File: src/conv_ctrl_defs.svh
`ifndef CONV_CTRL_DEFS_SVH
`define CONV_CTRL_DEFS_SVH

// ----------------------------------------------------------------------------
// Register map
// ----------------------------------------------------------------------------
`define ADDR_W          12
`define OFS_CONTROL_TWO 12'h000
`define OFS_TIMING      12'h004
`define OFS_DMA         12'h008

// ----------------------------------------------------------------------------
// Field positions
// ----------------------------------------------------------------------------
`define C2_STATUS       7
`define C2_SMPI_HI      6
`define C2_SMPI_LO      2
`define C2_BUFFER_FILL_MODE_BIT         1
`define C2_ALTERNATE_SAMPLING_BIT         0
`define TM_CONVERSION_CLOCK_SOURCE_BIT         15
`define TM_SAMC_HI      12
`define TM_SAMC_LO      8
`define TM_ADCS_HI      7
`define TM_ADCS_LO      0
`define DM_DMAEN        8

// ----------------------------------------------------------------------------
// Widths, reset values and buffer layout
// ----------------------------------------------------------------------------
`define RESULT_W        12
`define PTR_W           4
`define SMPI_RESET      5'h00
`define SAMC_RESET      5'h00
`define ADCS_RESET      8'h00
`define PTR_FIRST_HALF  4'h0
`define PTR_SECOND_HALF 4'h8
`define PTR_START       4'h0
`define PTR_STEP        4'h1
`define COUNT_STEP      5'h01
`define DIV_STEP        8'h01
`define RDATA_ZERO      32'h0000_0000

`endif

File: src/conv_ctrl_pkg.sv
`default_nettype none
package conv_ctrl_pkg;

    typedef enum logic [0:0] {
        SAMPLE_IDLE = 1'b0,
        SAMPLE_RUN  = 1'b1
    } sample_state_t;

endpackage
`default_nettype wire

File: src/conv_seq_control.sv
// Functional notes
// - Buffer mode set: alternate halves per interrupt.
// - Buffer mode clear: restart at start address.
// - Alternate sampling: toggle mux setting A/B.
// - Alternate sampling off: always setting A.
// - Read-only fill status shows second half.
// - DMA enabled: every result to first buffer.
//
// The address map and the APB slave port were decided locally.
`timescale 1ns/1ps
`default_nettype none
`include "conv_ctrl_defs.svh"

module conv_seq_control
    import conv_ctrl_pkg::*;
(
    input  wire logic                  clk,
    input  wire logic                  resetn,
    input  wire logic                  psel,
    input  wire logic                  penable,
    input  wire logic                  pwrite,
    input  wire logic [`ADDR_W-1:0]    paddr,
    input  wire logic [31:0]           pwdata,
    output var  logic [31:0]           prdata,
    output var  logic                  pready,
    output var  logic                  pslverr,
    input  wire logic                  rc_clock,
    input  wire logic                  sample_start,
    output var  logic                  convert_start,
    output var  logic                  conversion_clock_source_rc,
    input  wire logic                  conv_done,
    input  wire logic [`RESULT_W-1:0]  conv_result,
    output var  logic                  conv_ready,
    output var  logic                  mux_select_b,
    output var  logic                  result_valid,
    input  wire logic                  result_ready,
    output var  logic [`PTR_W-1:0]     result_addr,
    output var  logic [`RESULT_W-1:0]  result_data,
    output var  logic                  conversion_interrupt,
    output var  logic                  dma_increment
);

    typedef struct packed {
        logic [4:0]           interrupt_rate_field;
        logic                 buffer_fill_mode_bit;
        logic                 alternate_sampling_bit;
        logic                 conversion_clock_source_bit;
        logic [4:0]           auto_sample_time_field;
        logic [7:0]           conversion_clock_divider_field;
        logic                 dma_result_enable_bit;
        logic                 fill_second;
        logic [`PTR_W-1:0]    buf_ptr;
        logic [4:0]           conv_count;
        logic                 mux_b;
        sample_state_t        sample_state;
        logic [4:0]           sample_count;
        logic [2:0]           rc_sync;
        logic                 rc_level;
        logic                 out_valid;
        logic [`PTR_W-1:0]    out_addr;
        logic [`RESULT_W-1:0] out_data;
        logic                 skid_valid;
        logic [`PTR_W-1:0]    skid_addr;
        logic [`RESULT_W-1:0] skid_data;
        logic                 conv_ready;
        logic                 irq;
        logic                 dma_inc;
        logic                 convert_start;
        logic [31:0]          prdata;
        logic                 pready;
        logic                 pslverr;
    } ctrl_state_t;

    ctrl_state_t s;
    ctrl_state_t next_s;
    logic        sys_tick;
    logic        rc_edge;
    logic        tad_tick;
    logic        push;
    logic        pop;
    logic        rate_hit;
    logic [`PTR_W-1:0] write_addr;
    logic        wr_access;

    tick_divider u_divider (
        .clk    (clk),
        .resetn (resetn),
        .divide (s.conversion_clock_divider_field),
        .tick   (sys_tick)
    );

    assign prdata                     = s.prdata;
    assign pready                     = s.pready;
    assign pslverr                    = s.pslverr;
    assign convert_start              = s.convert_start;
    assign conversion_clock_source_rc = s.conversion_clock_source_bit;
    assign conv_ready                 = s.conv_ready;
    assign mux_select_b               = s.mux_b;
    assign result_valid               = s.out_valid;
    assign result_addr                = s.out_addr;
    assign result_data                = s.out_data;
    assign conversion_interrupt       = s.irq;
    assign dma_increment              = s.dma_inc;

    // ------------------------------------------------------------------------
    // Conversion clock and data path events
    // ------------------------------------------------------------------------
    // The RC clock is asynchronous; an edge counts only once the two later
    // stages agree, so a metastable first stage never reaches the logic.
    assign rc_edge    = (s.rc_sync[1] == s.rc_sync[2]) && s.rc_sync[1] && !s.rc_level;
    assign tad_tick   = s.conversion_clock_source_bit ? rc_edge : sys_tick;
    assign push       = conv_done && s.conv_ready;
    assign pop        = s.out_valid && result_ready;
    assign rate_hit   = push && (s.conv_count == s.interrupt_rate_field);
    assign write_addr = s.dma_result_enable_bit ? `PTR_START : s.buf_ptr;
    assign wr_access  = psel && penable && s.pready && pwrite;

    always_comb begin
        next_s = s;
        next_s.irq           = 1'b0;
        next_s.dma_inc       = 1'b0;
        next_s.convert_start = 1'b0;

        // --------------------------------------------------------------------
        // Register writes
        // --------------------------------------------------------------------
        if (wr_access) begin
            case (paddr)
                `OFS_CONTROL_TWO: begin
                    next_s.interrupt_rate_field   = pwdata[`C2_SMPI_HI:`C2_SMPI_LO];
                    next_s.buffer_fill_mode_bit   = pwdata[`C2_BUFFER_FILL_MODE_BIT];
                    next_s.alternate_sampling_bit = pwdata[`C2_ALTERNATE_SAMPLING_BIT];
                end
                `OFS_TIMING: begin
                    next_s.conversion_clock_source_bit    = pwdata[`TM_CONVERSION_CLOCK_SOURCE_BIT];
                    next_s.auto_sample_time_field         = pwdata[`TM_SAMC_HI:`TM_SAMC_LO];
                    next_s.conversion_clock_divider_field = pwdata[`TM_ADCS_HI:`TM_ADCS_LO];
                end
                `OFS_DMA: begin
                    next_s.dma_result_enable_bit = pwdata[`DM_DMAEN];
                end
                default: begin
                end
            endcase
        end

        // --------------------------------------------------------------------
        // Register reads, captured in the setup cycle
        // --------------------------------------------------------------------
        next_s.pready  = psel && !penable;
        next_s.pslverr = 1'b0;
        next_s.prdata  = `RDATA_ZERO;
        if (psel && !penable) begin
            case (paddr)
                `OFS_CONTROL_TWO: begin
                    next_s.prdata[`C2_STATUS] = s.buffer_fill_mode_bit && s.fill_second;
                    next_s.prdata[`C2_SMPI_HI:`C2_SMPI_LO] = s.interrupt_rate_field;
                    next_s.prdata[`C2_BUFFER_FILL_MODE_BIT] = s.buffer_fill_mode_bit;
                    next_s.prdata[`C2_ALTERNATE_SAMPLING_BIT] = s.alternate_sampling_bit;
                end
                `OFS_TIMING: begin
                    next_s.prdata[`TM_CONVERSION_CLOCK_SOURCE_BIT] = s.conversion_clock_source_bit;
                    next_s.prdata[`TM_SAMC_HI:`TM_SAMC_LO] = s.auto_sample_time_field;
                    next_s.prdata[`TM_ADCS_HI:`TM_ADCS_LO] = s.conversion_clock_divider_field;
                end
                `OFS_DMA: begin
                    next_s.prdata[`DM_DMAEN] = s.dma_result_enable_bit;
                end
                default: begin
                    next_s.pslverr = 1'b1;
                end
            endcase
        end

        // --------------------------------------------------------------------
        // Auto-sample timing
        // --------------------------------------------------------------------
        next_s.rc_sync = {s.rc_sync[1:0], rc_clock};
        if (s.rc_sync[1] == s.rc_sync[2]) begin
            next_s.rc_level = s.rc_sync[2];
        end
        case (s.sample_state)
            SAMPLE_IDLE: begin
                if (sample_start) begin
                    if (s.auto_sample_time_field == `SAMC_RESET) begin
                        next_s.convert_start = 1'b1;
                    end else begin
                        next_s.sample_state = SAMPLE_RUN;
                        next_s.sample_count = s.auto_sample_time_field;
                    end
                end
            end
            SAMPLE_RUN: begin
                if (tad_tick) begin
                    next_s.sample_count = s.sample_count - `COUNT_STEP;
                    if (s.sample_count == `COUNT_STEP) begin
                        next_s.convert_start = 1'b1;
                        next_s.sample_state  = SAMPLE_IDLE;
                    end
                end
            end
            default: begin
                next_s.sample_state = SAMPLE_IDLE;
            end
        endcase

        // --------------------------------------------------------------------
        // Input selection, rate counting and buffer addressing
        // --------------------------------------------------------------------
        if (!s.alternate_sampling_bit) begin
            next_s.mux_b = 1'b0;
        end else if (push) begin
            next_s.mux_b = !s.mux_b;
        end
        if (push) begin
            if (rate_hit) begin
                next_s.conv_count = `SMPI_RESET;
                next_s.irq        = !s.dma_result_enable_bit;
                next_s.dma_inc    = s.dma_result_enable_bit;
                if (s.buffer_fill_mode_bit) begin
                    next_s.fill_second = !s.fill_second;
                    next_s.buf_ptr = s.fill_second ? `PTR_FIRST_HALF : `PTR_SECOND_HALF;
                end else begin
                    next_s.fill_second = 1'b0;
                    next_s.buf_ptr     = `PTR_START;
                end
            end else begin
                next_s.conv_count = s.conv_count + `COUNT_STEP;
                next_s.buf_ptr    = s.buf_ptr + `PTR_STEP;
            end
        end

        // --------------------------------------------------------------------
        // Two-entry result buffer
        // --------------------------------------------------------------------
        // A stalled reader parks one word in the skid entry; conv_ready then
        // drops, so the converter holds off instead of losing a result.
        if (!s.out_valid || pop) begin
            if (s.skid_valid) begin
                next_s.out_valid  = 1'b1;
                next_s.out_addr   = s.skid_addr;
                next_s.out_data   = s.skid_data;
                next_s.skid_valid = push;
                next_s.skid_addr  = write_addr;
                next_s.skid_data  = conv_result;
            end else begin
                next_s.out_valid  = push;
                next_s.out_addr   = write_addr;
                next_s.out_data   = conv_result;
            end
        end else if (push) begin
            next_s.skid_valid = 1'b1;
            next_s.skid_addr  = write_addr;
            next_s.skid_data  = conv_result;
        end
        next_s.conv_ready = !next_s.skid_valid;
    end

    always_ff @(posedge clk or negedge resetn) begin
        if (!resetn) begin
            s <= '0;
            s.conv_ready <= 1'b1;
        end else begin
            s <= next_s;
        end
    end
endmodule
`default_nettype wire

File: src/tick_divider.sv
`timescale 1ns/1ps
`default_nettype none
`include "conv_ctrl_defs.svh"

module tick_divider
    import conv_ctrl_pkg::*;
(
    input  wire logic       clk,
    input  wire logic       resetn,
    input  wire logic [7:0] divide,
    output var  logic       tick
);

    typedef struct packed {
        logic [7:0] count;
        logic       tick;
    } div_state_t;

    div_state_t s;
    div_state_t next_s;

    assign tick = s.tick;

    // ------------------------------------------------------------------------
    // One pulse every divide plus one cycles.
    // ------------------------------------------------------------------------
    always_comb begin
        next_s = s;
        next_s.tick = 1'b0;
        if (s.count >= divide) begin
            next_s.count = 8'h00;
            next_s.tick  = 1'b1;
        end else begin
            next_s.count = s.count + `DIV_STEP;
        end
    end

    always_ff @(posedge clk or negedge resetn) begin
        if (!resetn) begin
            s <= '0;
        end else begin
            s <= next_s;
        end
    end
endmodule
`default_nettype wire

File: config.mk
export PLATFORM = sky130hd
export DESIGN_NAME = conv_seq_control
export DESIGN_NICKNAME = d
export VERILOG_FILES = /design/src/conv_ctrl_pkg.sv /design/src/conv_seq_control.sv /design/src/tick_divider.sv
export VERILOG_INCLUDE_DIRS = /design/src
export SDC_FILE = /design/constraint.sdc
export NUM_CORES = 1
export LEC_CHECK = 0
export BUFFER_PORTS_ARGS = -buffer_cell sky130_fd_sc_hd__buf_2
export CAP_MARGIN = 10
export CORE_MARGIN = 3
export CORE_UTILIZATION = 56
export CTS_BUF_LIST = sky130_fd_sc_hd__clkbuf_4 sky130_fd_sc_hd__clkbuf_8
export DETAILED_ROUTE_END_ITERATION = 16
export GPL_ROUTABILITY_DRIVEN = 0
export HOLD_SLACK_MARGIN = 0.08
export PLACE_DENSITY_LB_ADDON = 0.12
export SLEW_MARGIN = 10
export SYNTH_ARGS = -nofsm -noshare
export SYNTH_HDL_FRONTEND = slang
export SYNTH_HIERARCHICAL = 1
export SYNTH_SLANG_ARGS = --single-unit
File: constraint.sdc
create_clock -name clk -period 2 [get_ports clk]
set_input_delay 0 -clock clk [delete_from_list [all_inputs] [get_ports clk]]
set_output_delay 0 -clock clk [all_outputs]
set_load 0.02 [all_outputs]
-- After elaboration in Yosys (flattened, before gate mapping)
Index checks and enable logic that the tools add are counted.
- bits in registers: 106
- input port bits: 65
- output and inout bits: 57
- word-level logic and storage cells: 107
- $add $sub $neg: 4
- order comparisons: 1
- equality and inequality tests: 10
- multiplexer cells: 33
- bitwise gates (word level): 1
- reductions and logical operators: 28
- operator list (kind ; number):
    2-to-1 mux 17 bit ; 4
    2-to-1 mux 6 bit ; 3
    one-hot mux 8 bit (2 select lines) ; 1
    2-to-1 mux 1 bit ; 13
    2-to-1 mux 13 bit ; 1
    == test 12 x 3 -> 1 bit (second input constant) ; 1
    == test 12 x 4 -> 1 bit (second input constant) ; 1
    zero test 12 bit ; 1
    2-to-1 mux 4 bit ; 3
    one-hot mux 6 bit (2 select lines) ; 1
    logical AND 1 bit ; 10
    AND reduction 2 bit ; 5
    2-to-1 mux 9 bit ; 1
    adder 8 x 1 -> 8 bit (second input constant) ; 1
    greater-or-equal comparator 8 bit ; 1
    2-to-1 mux 8 bit ; 1
    zero test 1 bit ; 7
    != test 2 bit (second input constant) ; 3
    adder 5 x 1 -> 5 bit (second input constant) ; 1
    == test 5 x 1 -> 1 bit (second input constant) ; 1
    == test 5 bit ; 1
    zero test 5 bit ; 1
    2-to-1 mux 5 bit ; 1
    subtractor 5 x 1 -> 5 bit (second input constant) ; 1
    other kinds (10) ; 13

-- Logic depth before layout (Yosys ltp)
Gate-level depths: netlist of the first run.
- word-level depth: 6
- gate-level depth with buffers: 7
- depth with buffers taken out: 6

-- Hierarchy
The synthesis of the first run kept the hierarchy.
- by module, submodules not included (module ; times used ; cells each ; area each (sq um) ; sequential area each (sq um)):
    conv_seq_control ; 1 ; 389 ; 4481.8 ; 2428.6
    tick_divider ; 1 ; 55 ; 580.6 ; 225.2

-- Worst setup path before layout of the first run
OpenSTA, ideal clock, no wires.
- path type: register to register
- start point: register s, in the netlist result_valid
- end point: register s[48] (netlist bit)
- library setup time: 125 ps
- arrival time: 1607 ps
- data required time: 1875 ps
- path slack: 268 ps
- stages on the path, launching flop included: 7
- path buffers: 2
- clock period less this slack: 1732 ps
- cell sequence: dfrtp_1 -> nand2b_1 -> clkbuf_1 -> nor2_1 -> a21oi_1 -> clkbuf_1 -> mux2_2
- longest elaborated chain between the ends: 4
- elaborated cells between the ends (all ways): 7
- those cells by class: eq/ne: 1; mux: 1; reduce/logical: 5
- RTL lines (what ; RTL line ; text):
    start, declared ; conv_seq_control.sv:74 ; ctrl_state_t s;
    start signal, assigned ; conv_seq_control.sv:264 ; s <= next_s;
    zero test 1 bit or logical AND 1 bit (tied branches) ; conv_seq_control.sv:238, conv_seq_control.sv:113 ;
    logical OR 1 bit (*) ; conv_seq_control.sv:238 ; if (!s.out_valid || pop) begin
    != test 2 bit (no line) or nonzero test 2 bit (tied branches) ; - ;
    AND reduction 2 bit (no line) ; - ;
Every way passes the cells marked *; elsewhere a longest branch is shown, timed or not.
A chain may end at the register's enable or synchronous reset.

-- Worst setup path in the final report of the first run
- start point: register s, in the netlist pready
- end point: register s[112] (netlist bit)
- longest elaborated chain between the ends: 3
- RTL lines (what ; RTL line ; text):
    logical AND 1 bit (2 in a row) ; conv_seq_control.sv:116 ; assign wr_access = psel && penable && s.pready && pwrite;
    AND reduction 2 bit (no line) ; - ;
No other way between the ends.

==> results of run 1 <==
-- worst reg2reg max path: cells and delay by family, from the launching register on --
| kind | cells | cell delay, ps |
|---|---|---|
| simple gates | 2 | 940 |
| flops | 1 | 370 |
| mux | 1 | 380 |
-- worst paths after layout --
check,end,cells after the start
max reg2reg,s[112],3
min reg2reg,next_s[75],0
max,s[112],3
min in group asynchronous,result_addr[1],2
min,prdata[11],2
max in group asynchronous,u_divider/s[6],3
-- logic make-up after synthesis --
logic type,after synthesis,share of synthesized area (%)
AOI/OAI and AO/OA,42,5.73
DFF,106,52.4
xor gates and xnor gates,19,3.29
other,1,0.0741
buffers and inverters,80,9.74
adders and majority gates,14,3.46
muxes,58,13.0
and+or+nand+nor,124,12.3
-- synth_stat cells (all sizes together), types with 5 or more instances --
cell type	n	share of area, %
dfrtp	105	52
mux2i	19	3.8
nand3	9	0.99
nand2	40	3.0
nand4	5	0.62
clkbuf	12	0.89
xnor2	9	1.6
mux2	39	9.2
ha	14	3.5
inv	15	1.1
and3	8	0.99
nor2	34	2.5
xor2	10	1.7
nor3	5	0.49
buf	53	7.7
nand2b	7	1.0
a221o	5	0.99
o21ai	23	2.3
-- metal layers --
layer	part of all wire, %	vias to the layer above	wire length (µm)
met5	0	-	0
met4	0.99	0	91
met3	4.9	10	451
met2	49	91	4470
met1	45	1599	4140
li1	-	1616	-
-- timing repair --
action / in CTS / in global routing
setup buffers: 0 / 0
setup endpoints to repair: 0 / 0
hold buffers: 34 / 0
endpoints found under the hold margin: 157 / 0
-- flip-flops by register name, indices dropped and copies added (netlist names) --
name	flops
conv_ready	1
conversion_clock_source_rc	1
conversion_interrupt	1
convert_start	1
dma_increment	1
mux_select_b	1
next_s	2
prdata	14
pready	1
pslverr	1
result_addr	4
result_data	12
result_valid	1
s	56
u_divider/s	8
u_divider/tick	1
-- through the flow --
step                hold WS (ps)  instances
floorplan                   -296        461
global placement           -41.3        600
detailed placement         -41.5        600
CTS                         82.2        650
global route                88.7        650
finish                      98.1        650
-- power groups by stage --
stage / combinational, µW / clock [µW] / sequential (µW)
floorplan: 1520 / 0 / 2910
global placement: 1790 / 0 / 2910
detailed placement: 1840 / 0 / 2940
global route: 2090 / 1360 / 2970
finish: 1870 / 1240 / 2900
CTS: 1890 / 1280 / 2900
-- final cells by class --
cell class              count  share of cell area (%)
clock inverters             6                   0.807
clock buffers              10                    2.34
flip-flops and latches    106                    45.1
repair buffers            130                    14.9
inverters                  15                   0.956
well taps                 108                    2.29
multi-input cells         275                    33.7
==> impl_metrics.ini, run 1 <==
[run_status]
status = completed

[die]
die_w_um = 101
fp.dieArea_um2 = 10200
core_area_um2 = 8760
fp-row-count = 34
io_pins = 122
start_util_pct = 57.8
die_y_um = 101

[cells_and_area]
areaGrowthSynthToFinish_pct = 16.3
final_common_cell = dfrtp_1
multi_input_area_um2 = 1980
layout-drive-gt1-share_pct = 30.1
fin_nets = 616
regArea_um2 = 2650
fillCellCount = 710
diodes = 0
layout_common_cells = dfrtp_1 (105), buf_2 (84), nand2_1 (40)
fin_area_um2 = 5890
finalCoreUtilization_pct = 67.2

[sta]
period_needed_ps = 1800
setup_tns_ps = 0
fin_ws_ps = 197
finClkSkew_ps = 11.1
rsz0062_at_grt = false
fin_crit_sh_pct = 90.1
finalMaxSlewViolations = 0
setup_viol = 0
max_freq_mhz = 555
hold_viol = 0

[grt]
grt_use_met2_pct = 31.6
antenna_found_initial = 0
gr-usage-met1_pct = 26.2
met3_usage_pct = 4.22
grt-busiest-layer = met2
grt-ovfl-total = 0
grt_pass1_vias = 3310
grt_max_degree = 66
gr-usage-all-layers_pct = 19.3
grt_pass1_wl_mm = 15.6

[clocking]
cts.root.buffer_cell = clkbuf_8
cts.repair.resized = 0
clockBufferDepth = 2
clock_latency_ps = 360
cts_buffers = 9
cts_tree = yes
cts_sinks = 106
path_clk_slew_ps = 100
htreeDepth = 3

[logic_synthesis]
post_synth_instance_area_um2 = 5060
async_flop_share_pct = 100
avgSynthCellArea_um2 = 11.4
ys_dominant_reg_cell = dfrtp_1
netlist_instances = 444
yosys_warnings = 6
synth-seq-cells = 106
synth_cell_types = 47
seq_area_frac_synth_pct = 52.4
synth_edf_count = 0

[critical_path]
critPathArrivalTime_ps = 2050
critical_path_buf_inv_count = 0
cp-start-kind = flip-flop
worst_path_dominant_cell_family = simple AND/OR/NAND/NOR gates
crit_start = pready
timing.rr.start = pready
path_cells = nand4_1, or4_1, mux2_4
critPathMaxStageDelay_ps = 710
ff2ff_setup_slack_ps = 200
path_max_fanout = 7
endpoint_kind = flip-flop
critPathKind = reg2reg
critPathSlowestCell = or4_1
cp.required_ps = 2240

[route]
ant_nets = 0
wl_per_cell_um = 14.1
drt_iter0_markers = 82
wirelength_mm = 9.15
drt-pass1-iter-count = 4
via_per_inst = 5.10
vias = 3316
post-route-drc-count = 0

[hold_path]
min_from = paddr[2]
hold_path.class = in2reg

[power]
p_int_uw = 3960
power_density_nw_per_um2 = 1020
clkPwrFrac_pct = 20.7
p_leak_uw = 0.00294
seqPwrFrac_pct = 48.3
p_total_uw = 6010
swShare_pct = 34.1
pwr-share-comb_pct = 31.1
vdd_ir_drop_max_mv = 0.456
p_switching_uw = 2050

[placement]
dpl_worst_slack_ps = 230
io_buffers = 85
placed_area_um2 = 5360
dpl.hpwl_mm = 6.54

[flow_run]
maxCapViolations = 0
(Power assumes the default switching activity.)
==> run 2, diff against run 1 <==
- CORE_MARGIN: 3 -> 10
- CORE_UTILIZATION: 56 -> 54
- CTS_BUF_LIST: sky130_fd_sc_hd__clkbuf_4 sky130_fd_sc_hd__clkbuf_8 -> default
==> impl_metrics.ini, run 2 (synthesized netlist as in run 1, its figures left out) <==
[grt]
grt-ovfl-total = 0
gr-usage-all-layers_pct = 15.2
antenna_found_initial = 0
grt_pass1_vias = 3444
grt_pass1_wl_mm = 16.6
grt_max_degree = 44

[critical_path]
critPathSlowestCell = or4_1
ff2ff_path_depth = 3
path_cells = nand4_1, or4_1, mux2_4
worst_path_dominant_cell_family = simple AND/OR/NAND/NOR gates
critical_path_buf_inv_count = 0
worstReg2RegEnd = s[113]
path_max_fanout = 7
timing.rr.start = pready
critPathMaxStageDelay_ps = 700
ff2ff_setup_slack_ps = 230
critPathArrivalTime_ps = 2010
critPathKind = reg2reg
endpoint_kind = flip-flop
cp.required_ps = 2250
cp-start-kind = flip-flop

[route]
ant_nets = 0
drt_iter0_markers = 160
drt-pass1-iter-count = 4
wirelength_mm = 9.87
wl_per_cell_um = 15.1
via_per_inst = 5.07
vias = 3318
post-route-drc-count = 0

[run_status]
status = completed

[die]
die_y_um = 117
fp-row-count = 35
fp.dieArea_um2 = 13600
core_area_um2 = 9200
die_w_um = 117
io_pins = 122
start_util_pct = 55.0

[cells_and_area]
fillCellCount = 720
regArea_um2 = 2650
diodes = 0
largest_reg_flops = 56
fin_area_um2 = 5950
finish.cell_count_without_fillers = 655
areaGrowthSynthToFinish_pct = 17.5
fin_nets = 618
finalCoreUtilization_pct = 64.7
layout_common_cells = dfrtp_1 (105), buf_2 (84), nand2_1 (40)
final_common_cell = dfrtp_1
layout-drive-gt1-share_pct = 30.0
multi_input_area_um2 = 1990
regMostFlops = s

[flow_run]
maxCapViolations = 0

[power]
power_density_nw_per_um2 = 1030
p_leak_uw = 0.00296
vdd_ir_drop_max_mv = 0.518

[hold_path]
min_from = paddr[10]
hold_path_depth = 6
hold_path.class = in2reg
min_to = pslverr

[clocking]
post_cts_buffers = 0
htreeDepth = 3
path_clk_slew_ps = 100
cts_buffers = 9
cts_tree = yes
cts_sinks = 106
cts.root.buffer_cell = clkbuf_8
clockBufferDepth = 2
clock_latency_ps = 370

[placement]
io_buffers = 85
dpl.hpwl_mm = 7.07
dp_cells = 603
placed_area_um2 = 5370

[sta]
period_needed_ps = 1770
setup_tns_ps = 0
max_freq_mhz = 567
setup_viol = 0
whs_ps = 135
hold_viol = 0
relSlewSlack_pct = 58.8
finalMaxSlewViolations = 0
rsz0062_at_grt = false
worst_slew_pin_slew_ps = 613
finClkSkew_ps = 11.2
fin_crit_sh_pct = 88.3
## run 2: changes by cell type in the layout (fill, tap and decap cells not counted)
cell	before	now
a21oi_4	0	1
dlygate4sd3_1	34	36
clkinvlp_4	1	2
inv_6	2	0
bufinv_16	0	1
clkbuf_8	10	11
clkinv_2	1	0
a21oi_2	1	0
## run 2: worst reg2reg max path, delay by kind of cell (launching register included)
kind / cells / cell delay, ps
flip-flops: 1 / 370
multiplexers: 1 / 380
AND/OR/NAND/NOR: 2 / 910
## run 2: area by class of cell
class                           instances  share of cell area, %
Clock buffer                           11                   2.54
Clock inverter                          5                   1.05
Inverter                               15                  0.946
Multi-Input combinational cell        275                   33.5
Sequential cell                       106                   44.6
Tap cell                              111                   2.33
Timing Repair Buffer                  132                   15.1
## run 2: timing repair
item,CTS,global route
hold buffers,36,0
resized for setup,0,1
endpoints found under the setup margin,0,12
hold endpoints to repair,123,0
## run 2: power by group
| part | internal [µW] | switching [µW] |
|---|---|---|
| clock network | 652 | 726 |
| logic | 828 | 1020 |
| registers | 2610 | 290 |
| total | 4090 | 2040 |
## run 2: metrics by stage
step / power [µW] / setup WS (ps)
after CTS: 6190 / 80.8
after floorplan: 4430 / 268
after global placement: 4690 / 124
final: 6130 / 235
after detailed placement: 4760 / 90.8
after global routing: 6550 / 126
## run 2: worst max path at each step
stage | from | to | slack, ps | depth (start not counted)
global placement | result_valid | s[46] | 120 | 4
CTS | result_valid | s[39] | 80 | 4
finish | pready | s[113] | 230 | 3
global route | s[83] | s[91] | 130 | 5
detailed placement | result_valid | s[46] | 90 | 4
floorplan | result_valid | s[48] | 270 | 6
## run 2: metal layers
layer	up-vias	routed length [µm]	GRT usage (%)	part of all wire [%]
met4	0	144	5.19	1.5
met1	1583	4670	20.2	47
li1	1631	-	-	-
met3	12	677	4.18	6.9
met5	-	0	0	0
met2	92	4380	23.6	44
